--- src/sfsp_pkg.sv ---
// Constants and register layout of the system port
package sfsp_pkg;

	// Register offsets
	localparam logic [7:0] SFSP_CTRL_ADDR = 8'h00;
	localparam logic [7:0] SFSP_STAT_ADDR = 8'h04;

	// Control register fields
	localparam int SFSP_CTRL_W          = 17;
	localparam int SFSP_F_MODE_LO       = 0;
	localparam int SFSP_F_NRZ           = 2;
	localparam int SFSP_F_CC_BOUND      = 3;
	localparam int SFSP_F_RX_MF         = 4;
	localparam int SFSP_F_RX_DW         = 5;
	localparam int SFSP_F_PAYLOAD       = 6;
	localparam int SFSP_F_TSYNC_OUT     = 7;
	localparam int SFSP_F_TSYNC_MF      = 8;
	localparam int SFSP_F_TX_SRC_RX     = 9;
	localparam int SFSP_F_PLL_BYPASS    = 10;
	localparam int SFSP_F_PLL_RATE_LO   = 11;
	localparam int SFSP_F_PLL_OUT_LO    = 13;
	localparam int SFSP_F_SLOW_EN       = 16;
	localparam logic [16:0] SFSP_CTRL_RESET = 17'h00400;

	// Operating modes
	localparam logic [1:0] SFSP_MODE_T1   = 2'h0;
	localparam logic [1:0] SFSP_MODE_E1   = 2'h1;
	localparam logic [1:0] SFSP_MODE_CC   = 2'h2;
	localparam logic [1:0] SFSP_MODE_6312 = 2'h3;

	// PLL output select value that routes the direct or converted transmit clock, before the source choice
	localparam logic [2:0] SFSP_PLL_OUT_TXCLK = 3'h4;

	// Bit and frame counts, stored as last index; composite high times stored as counts
	localparam logic [7:0] SFSP_T1_BIT_LAST   = 8'hc0;
	localparam logic [4:0] SFSP_T1_FRAME_LAST = 5'h17;
	localparam logic [7:0] SFSP_E1_BIT_LAST   = 8'hff;
	localparam logic [4:0] SFSP_E1_FRAME_LAST = 5'h0f;
	localparam logic [7:0] SFSP_CC_BIT_LAST   = 8'h07;
	localparam logic [4:0] SFSP_CC_FRAME_LAST = 5'h13;
	localparam logic [7:0] SFSP_CC_8K_HIGH    = 8'h04;
	localparam logic [4:0] SFSP_CC_400_HIGH   = 5'h0a;

	// E1 gapped time slots
	localparam logic [7:0] SFSP_E1_TS0_END  = 8'h08;
	localparam logic [7:0] SFSP_E1_TS16_BEG = 8'h80;
	localparam logic [7:0] SFSP_E1_TS16_END = 8'h88;

	// T1 signaling frames, zero based, repeat every six frames
	localparam logic [4:0] SFSP_T1_SIG_A = 5'h05;
	localparam logic [4:0] SFSP_T1_SIG_B = 5'h0b;
	localparam logic [4:0] SFSP_T1_SIG_C = 5'h11;
	localparam logic [4:0] SFSP_T1_SIG_D = 5'h17;

endpackage : sfsp_pkg

--- src/sfsp_bit_counter.sv ---
// Bit and frame position counter with boundary alignment
`timescale 1ns/100ps
module sfsp_bit_counter
	import sfsp_pkg::*;
(
	// Clock and reset
	input  wire logic       clk,
	input  wire logic       nrst,
	// Control
	input  wire logic       step,
	input  wire logic       align,
	input  wire logic       align_mf,
	input  wire logic [7:0] bit_last,
	input  wire logic [4:0] frame_last,
	// Position
	output logic [7:0]      bit_cnt,
	output logic [4:0]      frame_cnt
);

	typedef struct packed {
		logic [7:0] bits;
		logic [4:0] frames;
	} sfsp_cnt_t;

	sfsp_cnt_t st_q;
	sfsp_cnt_t st_d;

	always_comb begin
		st_d = st_q;
		if (step) begin
			if (align) begin
				st_d.bits = 8'h01;
				if (align_mf) begin
					st_d.frames = 5'h00;
				end
			end else if (st_q.bits >= bit_last) begin
				st_d.bits = 8'h00;
				if (st_q.frames >= frame_last) begin
					st_d.frames = 5'h00;
				end else begin
					st_d.frames = st_q.frames + 5'h01;
				end
			end else begin
				st_d.bits = st_q.bits + 8'h01;
			end
		end
	end

	always_ff @(posedge clk or negedge nrst) begin
		if (!nrst) begin
			st_q <= '0;
		end else begin
			st_q <= st_d;
		end
	end

	assign bit_cnt   = st_q.bits;
	assign frame_cnt = st_q.frames;

endmodule : sfsp_bit_counter

--- src/sfsp_edge_sync.sv ---
// Two-stage synchroniser with edge detection for an outside level
`timescale 1ns/100ps
module sfsp_edge_sync
	import sfsp_pkg::*;
(
	// Clock and reset
	input  wire logic clk,
	input  wire logic nrst,
	// Outside level
	input  wire logic pin,
	// Synchronised level and edges
	output logic      level,
	output logic      rise,
	output logic      fall
);

	typedef struct packed {
		logic s1;
		logic s2;
		logic s3;
	} sfsp_sync_t;

	sfsp_sync_t st_q;
	sfsp_sync_t st_d;

	always_comb begin
		st_d    = st_q;
		st_d.s1 = pin;
		st_d.s2 = st_q.s1;
		st_d.s3 = st_q.s2;
	end

	always_ff @(posedge clk or negedge nrst) begin
		if (!nrst) begin
			st_q <= '0;
		end else begin
			st_q <= st_d;
		end
	end

	assign level = st_q.s2;
	assign rise  = st_q.s2 & ~st_q.s3;
	assign fall  = ~st_q.s2 & st_q.s3;

endmodule : sfsp_edge_sync

--- src/sfsp_system_port.sv ---
// System-side serial port: transmit clock, sync and data, receive clock, sync and data
// Operation
// - PLL output pin carries a selected PLL rate or the direct or converted transmit clock, before the recovered-clock source choice
// - Transmit clock input used directly or via PLL rate conversion
// - Transmit serial data sampled on falling internal transmit clock edge
// - T1/E1 sync input sampled on falling edge sets frame or multiframe boundary
// - T1/E1 sync output updated on rising edge with frame or multiframe pulse
// - Composite sync input sampled on falling edge sets 8kHz or composite_slow_clock_out boundary
// - Composite sync output updated on rising edge shows 8kHz or composite_slow_clock_out alignment
// - Transmit clock output buffers converted PLL rate, transmit input or recovered clock
// - Payload mode gaps transmit clock on T1 F-bit, E1 slots 0 and 16
// - T1/E1 bipolar data outputs updated on rising transmit clock output edge
// - Output format bit puts NRZ data on the positive data output
// - Composite and 6312kHz modes hold both transmit data outputs low
// - Receive clock output carries the recovered clock in every mode
// - Payload mode gaps receive clock on T1 F-bit, E1 slots 0 and 16
// - T1/E1 receive sync pulse one clock wide, frame or multiframe boundary
// - T1 frame sync may be double wide on signaling frames
// - Composite mode receive sync carries 8kHz, 6312kHz mode high impedance
// - Slow clock output carries composite_slow_clock_out in composite mode if enabled, else off
// - Receive serial data NRZ on rising recovered edge, off outside T1/E1
//
// The placing of the registers and strobed register access were left to the implementer.
`timescale 1ns/100ps
module sfsp_system_port
	import sfsp_pkg::*;
(
	// Clock and reset
	input  wire logic        clk,
	input  wire logic        nrst,
	// Register port
	input  wire logic [7:0]  reg_addr,
	input  wire logic [31:0] reg_wdata,
	input  wire logic        reg_wr,
	input  wire logic        reg_rd,
	output logic [31:0]      reg_rdata,
	// Transmit pins
	input  wire logic        tx_clock_input,
	input  wire logic [3:0]  pll_rate_clock,
	input  wire logic        tx_serial_in,
	input  wire logic        tx_sync_pin_in,
	output logic             tx_sync_pin_out,
	output logic             tx_sync_pin_oe_n,
	output logic             pll_clock_out,
	output logic             tx_clock_out,
	output logic             tx_positive_out,
	output logic             tx_negative_out,
	// Transmit formatter side
	output logic             tx_data_to_formatter,
	output logic             tx_data_strobe,
	input  wire logic        fmt_positive,
	input  wire logic        fmt_negative,
	input  wire logic        fmt_nrz,
	// Receive side
	input  wire logic        rx_recovered_clock,
	input  wire logic        rx_nrz_in,
	input  wire logic        rx_frame_align,
	input  wire logic        rx_frame_align_mf,
	output logic             rx_clock_out,
	output logic             rx_sync_out,
	output logic             rx_sync_out_oe_n,
	output logic             composite_slow_clock_out,
	output logic             composite_slow_clock_oe_n,
	output logic             rx_serial_out,
	output logic             rx_serial_oe_n
);

	localparam int NPIN = 8;

	typedef struct packed {
		logic [SFSP_CTRL_W-1:0] ctrl;
		logic [31:0]            rdata;
		logic                   tsync_prev;
		logic                   pll_out;
		logic                   tx_clk_o;
		logic                   tx_pos;
		logic                   tx_neg;
		logic                   tx_sync_o;
		logic                   tx_data;
		logic                   tx_strobe;
		logic                   rx_clk_o;
		logic                   rx_ser;
		logic                   rx_sync;
		logic                   slow;
	} sfsp_state_t;

	sfsp_state_t st_q;
	sfsp_state_t st_d;

	logic [NPIN-1:0] pin_raw;
	logic [NPIN-1:0] pin_lvl;
	logic [NPIN-1:0] pin_rise;
	logic [NPIN-1:0] pin_fall;

	// Pin synchronisers: 0-3 PLL rates, 4 transmit clock, 5 recovered clock, 6 data, 7 sync
	assign pin_raw = {tx_sync_pin_in, tx_serial_in, rx_recovered_clock, tx_clock_input,
		pll_rate_clock};

	genvar gi;
	generate
		for (gi = 0; gi < NPIN; gi++) begin : g_sync
			sfsp_edge_sync u_sync (
				.clk   (clk),
				.nrst  (nrst),
				.pin   (pin_raw[gi]),
				.level (pin_lvl[gi]),
				.rise  (pin_rise[gi]),
				.fall  (pin_fall[gi])
			);
		end
	endgenerate

	// Control fields
	logic [1:0] mode;
	logic       is_t1;
	logic       is_e1;
	logic       is_cc;
	logic       is_framed;
	logic [1:0] pll_rate;
	logic [2:0] pll_out_sel;

	assign mode        = st_q.ctrl[SFSP_F_MODE_LO +: 2];
	assign is_t1       = (mode == SFSP_MODE_T1);
	assign is_e1       = (mode == SFSP_MODE_E1);
	assign is_cc       = (mode == SFSP_MODE_CC);
	assign is_framed   = is_t1 | is_e1;
	assign pll_rate    = st_q.ctrl[SFSP_F_PLL_RATE_LO +: 2];
	assign pll_out_sel = st_q.ctrl[SFSP_F_PLL_OUT_LO +: 3];

	// Internal transmit clock: direct input or converted rate, then source choice
	logic tint_lvl;
	logic tx_lvl;
	logic tx_rise;
	logic tx_fall;

	always_comb begin
		if (st_q.ctrl[SFSP_F_PLL_BYPASS]) begin
			tint_lvl = pin_lvl[4];
		end else begin
			tint_lvl = pin_lvl[pll_rate];
		end
		if (st_q.ctrl[SFSP_F_TX_SRC_RX]) begin
			tx_lvl  = pin_lvl[5];
			tx_rise = pin_rise[5];
			tx_fall = pin_fall[5];
		end else if (st_q.ctrl[SFSP_F_PLL_BYPASS]) begin
			tx_lvl  = pin_lvl[4];
			tx_rise = pin_rise[4];
			tx_fall = pin_fall[4];
		end else begin
			tx_lvl  = pin_lvl[pll_rate];
			tx_rise = pin_rise[pll_rate];
			tx_fall = pin_fall[pll_rate];
		end
	end

	// Frame geometry per mode
	logic [7:0] bit_last;
	logic [4:0] frame_last;

	always_comb begin
		case (mode)
			SFSP_MODE_T1: begin
				bit_last   = SFSP_T1_BIT_LAST;
				frame_last = SFSP_T1_FRAME_LAST;
			end
			SFSP_MODE_E1: begin
				bit_last   = SFSP_E1_BIT_LAST;
				frame_last = SFSP_E1_FRAME_LAST;
			end
			SFSP_MODE_CC: begin
				bit_last   = SFSP_CC_BIT_LAST;
				frame_last = SFSP_CC_FRAME_LAST;
			end
			default: begin
				bit_last   = SFSP_CC_BIT_LAST;
				frame_last = SFSP_CC_FRAME_LAST;
			end
		endcase
	end

	// Transmit sync input: pulse edge seen at a falling transmit clock edge
	logic tsync_in_mode;
	logic tx_align;
	logic tx_align_mf;

	assign tsync_in_mode = ~st_q.ctrl[SFSP_F_TSYNC_OUT];
	assign tx_align      = tsync_in_mode & pin_lvl[7] & ~st_q.tsync_prev;
	always_comb begin
		if (is_cc) begin
			tx_align_mf = st_q.ctrl[SFSP_F_CC_BOUND];
		end else begin
			tx_align_mf = st_q.ctrl[SFSP_F_TSYNC_MF];
		end
	end

	logic [7:0] tx_bit;
	logic [4:0] tx_frame;
	logic [7:0] rx_bit;
	logic [4:0] rx_frame;

	sfsp_bit_counter u_tx_cnt (
		.clk        (clk),
		.nrst       (nrst),
		.step       (tx_fall),
		.align      (tx_align),
		.align_mf   (tx_align_mf),
		.bit_last   (bit_last),
		.frame_last (frame_last),
		.bit_cnt    (tx_bit),
		.frame_cnt  (tx_frame)
	);

	sfsp_bit_counter u_rx_cnt (
		.clk        (clk),
		.nrst       (nrst),
		.step       (pin_fall[5]),
		.align      (rx_frame_align),
		.align_mf   (rx_frame_align_mf),
		.bit_last   (bit_last),
		.frame_last (frame_last),
		.bit_cnt    (rx_bit),
		.frame_cnt  (rx_frame)
	);

	// Payload gaps on F-bit or E1 slots 0 and 16
	function automatic logic sfsp_gap(input logic t1, input logic e1, input logic [7:0] b);
		logic g;
		g = 1'b0;
		if (t1) begin
			g = (b == 8'h00);
		end else if (e1) begin
			g = (b < SFSP_E1_TS0_END) || (b >= SFSP_E1_TS16_BEG && b < SFSP_E1_TS16_END);
		end
		return g;
	endfunction : sfsp_gap

	logic tx_gap;
	logic rx_gap;
	logic rx_sig_frame;

	assign tx_gap = st_q.ctrl[SFSP_F_PAYLOAD] & sfsp_gap(is_t1, is_e1, tx_bit);
	assign rx_gap = st_q.ctrl[SFSP_F_PAYLOAD] & sfsp_gap(is_t1, is_e1, rx_bit);
	assign rx_sig_frame = (rx_frame == SFSP_T1_SIG_A) || (rx_frame == SFSP_T1_SIG_B) ||
		(rx_frame == SFSP_T1_SIG_C) || (rx_frame == SFSP_T1_SIG_D);

	always_comb begin
		st_d = st_q;
		// Register port
		st_d.rdata = 32'h0000_0000;
		if (reg_wr && reg_addr == SFSP_CTRL_ADDR) begin
			st_d.ctrl = reg_wdata[SFSP_CTRL_W-1:0];
		end
		if (reg_rd) begin
			case (reg_addr)
				SFSP_CTRL_ADDR: st_d.rdata = {15'h0000, st_q.ctrl};
				SFSP_STAT_ADDR: st_d.rdata = {3'h0, rx_frame, rx_bit, 3'h0, tx_frame, tx_bit};
				default:        st_d.rdata = 32'h0000_0000;
			endcase
		end
		// PLL output pin
		if (pll_out_sel == SFSP_PLL_OUT_TXCLK) begin
			st_d.pll_out = tint_lvl;
		end else begin
			st_d.pll_out = pin_lvl[pll_out_sel[1:0]];
		end
		// Transmit clock output, gapped in payload mode
		st_d.tx_clk_o  = tx_lvl & ~tx_gap;
		// Transmit data sampled at the falling edge
		st_d.tx_strobe = tx_fall;
		if (tx_fall) begin
			st_d.tx_data    = pin_lvl[6];
			st_d.tsync_prev = pin_lvl[7];
		end
		// Transmit line data and sync output at the rising edge
		if (!is_framed) begin
			st_d.tx_pos = 1'b0;
			st_d.tx_neg = 1'b0;
		end else if (tx_rise && !tx_gap) begin
			st_d.tx_pos = st_q.ctrl[SFSP_F_NRZ] ? fmt_nrz : fmt_positive;
			st_d.tx_neg = fmt_negative;
		end
		if (tx_rise) begin
			if (is_cc) begin
				st_d.tx_sync_o = (tx_bit == 8'h00) &&
					(!st_q.ctrl[SFSP_F_CC_BOUND] || tx_frame == 5'h00);
			end else if (is_framed) begin
				st_d.tx_sync_o = (tx_bit == 8'h00) &&
					(!st_q.ctrl[SFSP_F_TSYNC_MF] || tx_frame == 5'h00);
			end else begin
				st_d.tx_sync_o = 1'b0;
			end
		end
		// Receive clock output, gapped in payload mode
		st_d.rx_clk_o = pin_lvl[5] & ~rx_gap;
		// Receive data, sync and slow clock at the rising recovered edge
		if (pin_rise[5]) begin
			st_d.rx_ser = is_framed ? rx_nrz_in : 1'b0;
			if (is_framed) begin
				st_d.rx_sync = ((rx_bit == 8'h00) &&
					(!st_q.ctrl[SFSP_F_RX_MF] || rx_frame == 5'h00)) ||
					(is_t1 && !st_q.ctrl[SFSP_F_RX_MF] && st_q.ctrl[SFSP_F_RX_DW] &&
					rx_sig_frame && rx_bit == 8'h01);
			end else if (is_cc) begin
				st_d.rx_sync = (rx_bit < SFSP_CC_8K_HIGH);
			end else begin
				st_d.rx_sync = 1'b0;
			end
			st_d.slow = is_cc && st_q.ctrl[SFSP_F_SLOW_EN] &&
				(rx_frame < SFSP_CC_400_HIGH);
		end
	end

	always_ff @(posedge clk or negedge nrst) begin
		if (!nrst) begin
			st_q      <= '0;
			st_q.ctrl <= SFSP_CTRL_RESET;
		end else begin
			st_q <= st_d;
		end
	end

	// Outputs
	assign reg_rdata                 = st_q.rdata;
	assign pll_clock_out             = st_q.pll_out;
	assign tx_clock_out              = st_q.tx_clk_o;
	assign tx_positive_out           = st_q.tx_pos;
	assign tx_negative_out           = st_q.tx_neg;
	assign tx_sync_pin_out           = st_q.tx_sync_o;
	assign tx_sync_pin_oe_n          = tsync_in_mode | ~(is_framed | is_cc);
	assign tx_data_to_formatter      = st_q.tx_data;
	assign tx_data_strobe            = st_q.tx_strobe;
	assign rx_clock_out              = st_q.rx_clk_o;
	assign rx_sync_out               = st_q.rx_sync;
	assign rx_sync_out_oe_n          = (mode == SFSP_MODE_6312);
	assign composite_slow_clock_out  = st_q.slow;
	assign composite_slow_clock_oe_n = ~(is_cc & st_q.ctrl[SFSP_F_SLOW_EN]);
	assign rx_serial_out             = st_q.rx_ser;
	assign rx_serial_oe_n            = ~is_framed;

endmodule : sfsp_system_port

--- config.mk ---
export PLATFORM = sky130hd
export DESIGN_NAME = sfsp_system_port
export DESIGN_NICKNAME = d
export VERILOG_FILES = /design/src/sfsp_pkg.sv /design/src/sfsp_bit_counter.sv /design/src/sfsp_edge_sync.sv /design/src/sfsp_system_port.sv
export SDC_FILE = /design/constraint.sdc
export NUM_CORES = 1
export LEC_CHECK = 0
export BUFFER_PORTS_ARGS = -buffer_cell sky130_fd_sc_hd__buf_2
export CORE_ASPECT_RATIO = 0.7
export CORE_MARGIN = 4
export CORE_UTILIZATION = 43
export CTS_CLUSTER_SIZE = 25
export DETAILED_ROUTE_END_ITERATION = 12
export GPL_ROUTABILITY_DRIVEN = 0
export PLACE_DENSITY_LB_ADDON = 0.15
export SYNTH_ARGS = -nofsm -noshare
export SYNTH_HDL_FRONTEND = slang
export SYNTH_SLANG_ARGS = --single-unit
--- constraint.sdc ---
create_clock -name clk -period 4 [get_ports clk]
set_input_delay 0.2 -clock clk [delete_from_list [all_inputs] [get_ports clk]]
set_output_delay 0.2 -clock clk [all_outputs]
set_load 0.02 [all_outputs]
==> results_dict.tcl, run 1 <==
set metrics [dict create \
    outcome "finished clean" \
    ys_types 51 \
    setup_tns_ns 0 \
    die_y_microns 101.5 \
    use_met3_pct 4.530 \
    antennaDiodeCount 0 \
    finalSetupViolCount 0 \
    grt_max_degree 83 \
    period_share_pct 72.73 \
    maxCapViolCount 0 \
    cp_data_arrival_time_ns 3.15 \
    antenna_left 0 \
    synth-edff-count 0 \
    netlist_area_sq_um 5368 \
    drt_iter0_drc 309 \
    synthCells 491 \
    synth_top_family_by_area "simple AND/OR/NAND/NOR gates" \
    cp_max_fo 10 \
    cts_hold_buf 8 \
    drive_gt1_share_pct 23.52 \
    wire_per_inst_microns 17.18 \
    async_flop_share_pct 100.0 \
    hold_viol 0 \
    postSynthAreaPerCell_sq_um 10.93 \
    dp.cells 690 \
    die_w_microns 141.5 \
    drcViolationCount 0 \
    htreeDepth 3 \
    insertion_delay_ns 0.35 \
    grt_pass1_wl_microns 19640 \
    rows 33 \
    post_cts.repair.setup_buffers 0 \
    muxShareOfSynthArea_pct 9.114 \
    place_area_sq_um 5654 \
    synthAdderAreaFrac_pct 6.527 \
    cts-resized-gates 0 \
    io_buffer_count 86 \
    ys_ff_latch 106 \
    vdd.ir_drop.worst_v 0.0002183 \
    worstSetupStartpointType "register" \
    grt.busiest_layer "met1" \
    end_kind "register" \
    grtUsageTotal_pct 17.41 \
    nNetsFinal 638 \
    syn_to_final_growth_pct 12.63 \
    cts_tree "yes" \
    synth-compound-area-share_pct 12.63 \
    root_buffer "clkbuf_16" \
    yosysSeqAreaShare_pct 49.44 \
    vias_per_cell 5.364 \
    relSlewSlack_pct 25.78 \
    use_met2_pct 25.05 \
    max_freq_mhz 343.8 \
    grt_use_met1_pct 26.16 \
    num_vias 3830 \
    slew_violations 0 \
    fin_skew_ns 0.007995 \
    ioPinCount 105 \
    startpoint "mode[0]" \
    ys_warn_count 0 \
    period_needed_ns 2.909 \
    r2r_slack_ns 1.09 \
    crit_type "reg2reg" \
    p_per_area_nw_per_um2 434.7 \
    cts_sinks 106 \
    ys.flop_type "dfrtp_1" \
    finalNonFillerCells 714 \
    worst_pin_slew_ns 1.110 \
    overflow 0 \
    synth_xor_area_share_pct 0 \
    clk_pin_slew_ns 0.07 \
    clk_path_buf_depth 2 \
    dr.pass1.iters 5 \
    start_util_pct 44.83 \
    p_leak_nw 3.098 \
    worstHoldPathType "in2async" \
    coreArea_sq_um 11970 \
    wl_microns 12270 \
    rsz0062_at_grt "no" \
    dp_hpwl_microns 8709 \
    cp.required_ns 4.24 \
    yosys.area_share.simple_pct 13.73 \
    grt_antenna_before_repair 0 \
    grt_pass1_vias 3670 \
    post-route-cell-area_sq_um 6046 \
    fp.dieArea_sq_um 14360 \
    r2r_start "mode[0]" \
    p_total_mw 2.628 \
    cts-buffers-inserted 9 \
]
-- final timing paths --
path,end,depth (start not counted)
worst max register to register,u_tx_cnt.frame_cnt[1],8
worst max-delay path,u_tx_cnt.frame_cnt[1],8
min in group clk,pll_out_sel[1],2
worst min-delay path,reg_rdata[20],1
max in group asynchronous,st_q[54],2
worst min register to register,g_sync[3].u_sync.level,0
-- sequential cells by signal, indices dropped and copies added (netlist names), 2 cells and up --
register and cells:
g_sync.u_sync.st_d 8, mode 2, g_sync.u_sync.st_q 6, u_tx_cnt.bit_cnt 8, g_sync.u_sync.level 8, u_tx_cnt.frame_cnt 5, u_rx_cnt.frame_cnt 5, pll_out_sel 3
u_rx_cnt.bit_cnt 8, reg_rdata 29, st_q 11, pll_rate 2
-- cell type report --
class,count,area (sq um)
sequential,106,2654
multi-input combinational,316,2266
clock buffer,10,239.0
timing repair buffer,97,535.5
inverter,22,82.58
fill,1124,5928
clock inverter,6,72.57
tap,157,196.4
-- worst max-delay path: stages (launching register included) --
cell and delay (ns):
dfrtp_1 0.59, nand2_1 0.39, ha_1 0.42, a211o_1 0.29, a21oi_1 0.16, o211ai_1 0.16, a21oi_1 0.53, o21ai_0 0.18
o41ai_1 0.08
-- through the flow --
stage / setup WS [ns] / util, % / hold WS [ns]
2_1_floorplan: 1.236 / - / -0.09559
3_3_place_gp: 1.220 / 47.22 / 0.3089
3_5_place_dp: 1.170 / 47.22 / 0.3102
4_1_cts: 1.137 / 50.49 / 0.06349
5_1_grt: 0.9140 / 50.49 / 0.06511
6_report: 1.091 / 50.49 / 0.01144
-- power breakdown --
group	internal, mW	leakage [nW]	total (mW)	switching (mW)
registers	1.15	1.39	1.27	0.113
clock network	0.510	0.155	0.910	0.400
logic	0.193	1.55	0.452	0.259
-- kinds of logic after synthesis --
family,count (synthesis)
adder cells (fa/ha/maj),28
multiplexers,42
AND/OR/NAND/NOR,140
flip-flops,106
buffers and inverters,71
other,1
AO/OA/AOI/OAI,103
-- cells in the mapped netlist (3+ instances only) --
master / number / area (sq um)
a22o_1: 6 / 52.55
a21oi_1: 24 / 120.1
buf_4: 33 / 247.7
and3_1: 20 / 125.1
nor3_1: 3 / 15.01
clkbuf_1: 13 / 48.80
mux2_2: 19 / 214.0
o31ai_1: 11 / 82.58
o211ai_1: 3 / 22.52
nor2b_1: 10 / 62.56
dfrtp_1: 105 / 2628
mux2i_1: 20 / 200.2
a31oi_1: 11 / 68.82
a211o_1: 3 / 26.28
nand3_1: 10 / 50.05
nand2_1: 34 / 127.6
a21o_1: 3 / 22.52
inv_1: 21 / 78.83
nor2_1: 28 / 105.1
nor3b_1: 4 / 30.03
o21ai_0: 23 / 115.1
o41ai_1: 4 / 35.03
nand2b_1: 19 / 118.9
ha_1: 28 / 350.3
-- routing by layer --
metal  up-vias  routed length (microns)
met5         -                        0
met2       105                     5396
li1       1833                        -
met4         0                       42
met1      1885                     6053
met3         7                      774
-- cells in the final DEF (no fill, tap or decap), types with 6 or more instances in the layout --
cell type / instances
o21ai_0: 23
nand2b_1: 19
nand3_1: 10
clkbuf_16: 9
a21oi_1: 24
a31oi_1: 11
nor2b_1: 10
ha_1: 28
a22o_1: 6
o31ai_1: 11
mux2_2: 19
dlygate4sd3_1: 8
and3_1: 20
nand2_1: 34
dfrtp_1: 105
nor2_1: 28
inv_1: 21
mux2i_1: 20
buf_2: 85
Power figures use the tool's default switching activity.
==> inputs of run 2 (changes only) <==
- clock period: 4 -> 2.7 ns (I/O delays scaled with it)
==> run 2 against run 1 <==
Against the previous run:
- critical path depth is 1 higher
- hold slack lost 0.0026 ns
- critical endpoint is now u_tx_cnt.bit_cnt[4]
- clock power up 59%
- combinational power up 53%
- largest cell class unchanged
- design area grew 2.3%
- non-clock buffer count increased by 13
==> results_dict.tcl, run 2 (synthesized netlist as in run 1, its figures left out) <==
set metrics [dict create \
    outcome "finished clean" \
    hold_viol 0 \
    grt_max_degree 70 \
    seq_area_sq_um 2654 \
    largest_reg_flops 29 \
    grtUsageTotal_pct 17.74 \
    dr.pass1.iters 4 \
    grt_pass1_vias 3777 \
    antenna_left 0 \
    htreeDepth 3 \
    p_per_area_nw_per_um2 650.1 \
    io_buffer_count 86 \
    grt_pass1_wl_microns 19950 \
    p_clk_share_pct 36.2 \
    dp.cells 702 \
    wire_per_inst_microns 16.94 \
    cts_tree "yes" \
    drt_iter0_drc 184 \
    min_from "reg_wdata[14]" \
    slew_violations 0 \
    cp_data_arrival_time_ns 2.73 \
    maxCapViolCount 0 \
    fp.dieArea_sq_um 14360 \
    cts-buffers-inserted 9 \
    routedLengthMet1_microns 6214 \
    period_share_pct 90.29 \
    mostFrequentLayoutCell "dfrtp_1" \
    multi_input_area_sq_um 2273 \
    p_leak_nw 3.174 \
    worstSetupStartpointType "register" \
    worst_pin_slew_ns 0.8226 \
    dr.max_layer_used "met4" \
    dp_hpwl_microns 8876 \
    clk_pin_slew_ns 0.08 \
    overflow 0 \
    cp_max_fo 9 \
    swShare_pct 29.21 \
    finalNonFillerCells 727 \
    power.internal_mw 2.847 \
    antennaDiodeCount 0 \
    period_needed_ns 2.438 \
    setup_tns_ns 0 \
    cp.required_ns 2.99 \
    rr_endpoint "u_tx_cnt.bit_cnt[4]" \
    wl_met3_microns 753 \
    rows 33 \
    critPathMaxStageDelay_ns 0.47 \
    drive_gt1_share_pct 25.61 \
    num_vias 3872 \
    clk_path_buf_depth 2 \
    max_freq_mhz 410.2 \
    switchingPower_mw 1.175 \
    rsz0062_at_grt "no" \
    crit_type "reg2reg" \
    worstHoldEndpoint "pll_out_sel[1]" \
    dr_wl_met2_microns 5266 \
    fin_skew_ns 0.009643 \
    drcViolationCount 0 \
    ioPinCount 105 \
    rr_worst_depth 9 \
    coreArea_sq_um 11970 \
    hold_depth 2 \
    final_cell_mix "dfrtp_1 (105), buf_2 (85), nand2_1 (33)" \
    nFillCells 1110 \
    relSlewSlack_pct 45.03 \
    insertion_delay_ns 0.35 \
    power_frac_comb_pct 17.1 \
    start_util_pct 44.83 \
    wl_microns 12320 \
    vdd.ir_drop.worst_v 0.0003718 \
    r2r_slack_ns 0.26 \
    die_w_microns 141.5 \
    nNetsFinal 651 \
    end_kind "register" \
    cpMaxStageDelayCell "dfrtp_1" \
    die_y_microns 101.5 \
    root_buffer "clkbuf_16" \
    cts_sinks 106 \
    r2r_start "mode[1]" \
    syn_to_final_growth_pct 15.24 \
    vias_per_cell 5.326 \
    pwr-share-seq_pct 46.7 \
    crit_chain "inv_1, nand2_2, ha_1, a211o_1, a21oi_1, o211ai_1, a21o_1, nor2_2, a22o_1" \
    grt_antenna_before_repair 0 \
    worstHoldPathType "in2reg" \
    finalSetupViolCount 0 \
]
-- run 2: cell count changes in the layout (fill, tap and decap cells not counted), sizes merged --
cell         delta
dlygate4sd3     +1
buf            +12
clkbuf          -1
inv             +2
clkinv          -2
bufinv          +1
-- run 2: worst max path at each step --
stage,from,to
5_1_grt,mode[1],u_tx_cnt.bit_cnt[4]
6_report,mode[1],u_tx_cnt.bit_cnt[4]
4_1_cts,mode[1],u_tx_cnt.bit_cnt[4]
2_1_floorplan,mode[1],u_rx_cnt.bit_cnt[7]
3_3_place_gp,mode[1],u_tx_cnt.bit_cnt[4]
3_5_place_dp,mode[1],u_tx_cnt.bit_cnt[4]
-- run 2: worst max-delay path: cells and delay by family (launching register included) --
family	cells	cell delay, ns
DFF	1	0.47
buffers and inverters	1	0.12
adders and majority gates	1	0.34
AOI/OAI and AO/OA	5	1.09
and+or+nand+nor	2	0.35
-- run 2: layer usage --
metal	up-vias	track usage, %
met5	-	0
met4	0	3.540
met3	7	4.719
met2	106	26.66
met1	1896	26.10
li1	1863	-
-- run 2: repair_timing --
item / CTS / global route
buffers inserted: 0 / 0
resized for setup: 0 / 3
setup endpoints to repair: 0 / 6
hold endpoints to repair: 45 / 0
hold buffers: 9 / 0
-- run 2: stage by stage --
| stage | total power [mW] | worst slack (ns) | utilization [%] | area, sq um | hold WS (ns) |
|---|---|---|---|---|---|
| 6_report | 4.022 | 0.2623 | 51.66 | 6186 | 0.008807 |
| 5_1_grt | 4.241 | 0.03303 | 51.66 | 6186 | 0.005064 |
| 4_1_cts | 4.053 | 0.07221 | 51.60 | 6178 | 0.00006808 |
| 3_5_place_dp | 2.587 | 0.08119 | 48.08 | 5757 | 0.1365 |
| 3_3_place_gp | 2.566 | 0.1542 | 48.08 | 5757 | 0.1356 |
| 2_1_floorplan | 2.322 | 0.02438 | - | 5376 | -0.1606 |
-- run 2: final cells by class --
cell class / instances / area share [%]
clock buffer: 9 / 3.641
clock inverter: 7 / 1.719
inverter: 22 / 1.335
multi-input combinational: 316 / 36.75
sequential: 106 / 42.90
tap: 157 / 3.176
timing repair buffer: 110 / 10.48
-- run 2: power groups by stage --
stage / Combinational (mW) / Sequential [mW] / Clock, mW
detailed placement: 0.682 / 1.91 / 0
finish: 0.690 / 1.88 / 1.45
global route: 0.793 / 1.90 / 1.55
floorplan: 0.453 / 1.87 / 0
CTS: 0.696 / 1.87 / 1.48
global placement: 0.668 / 1.90 / 0
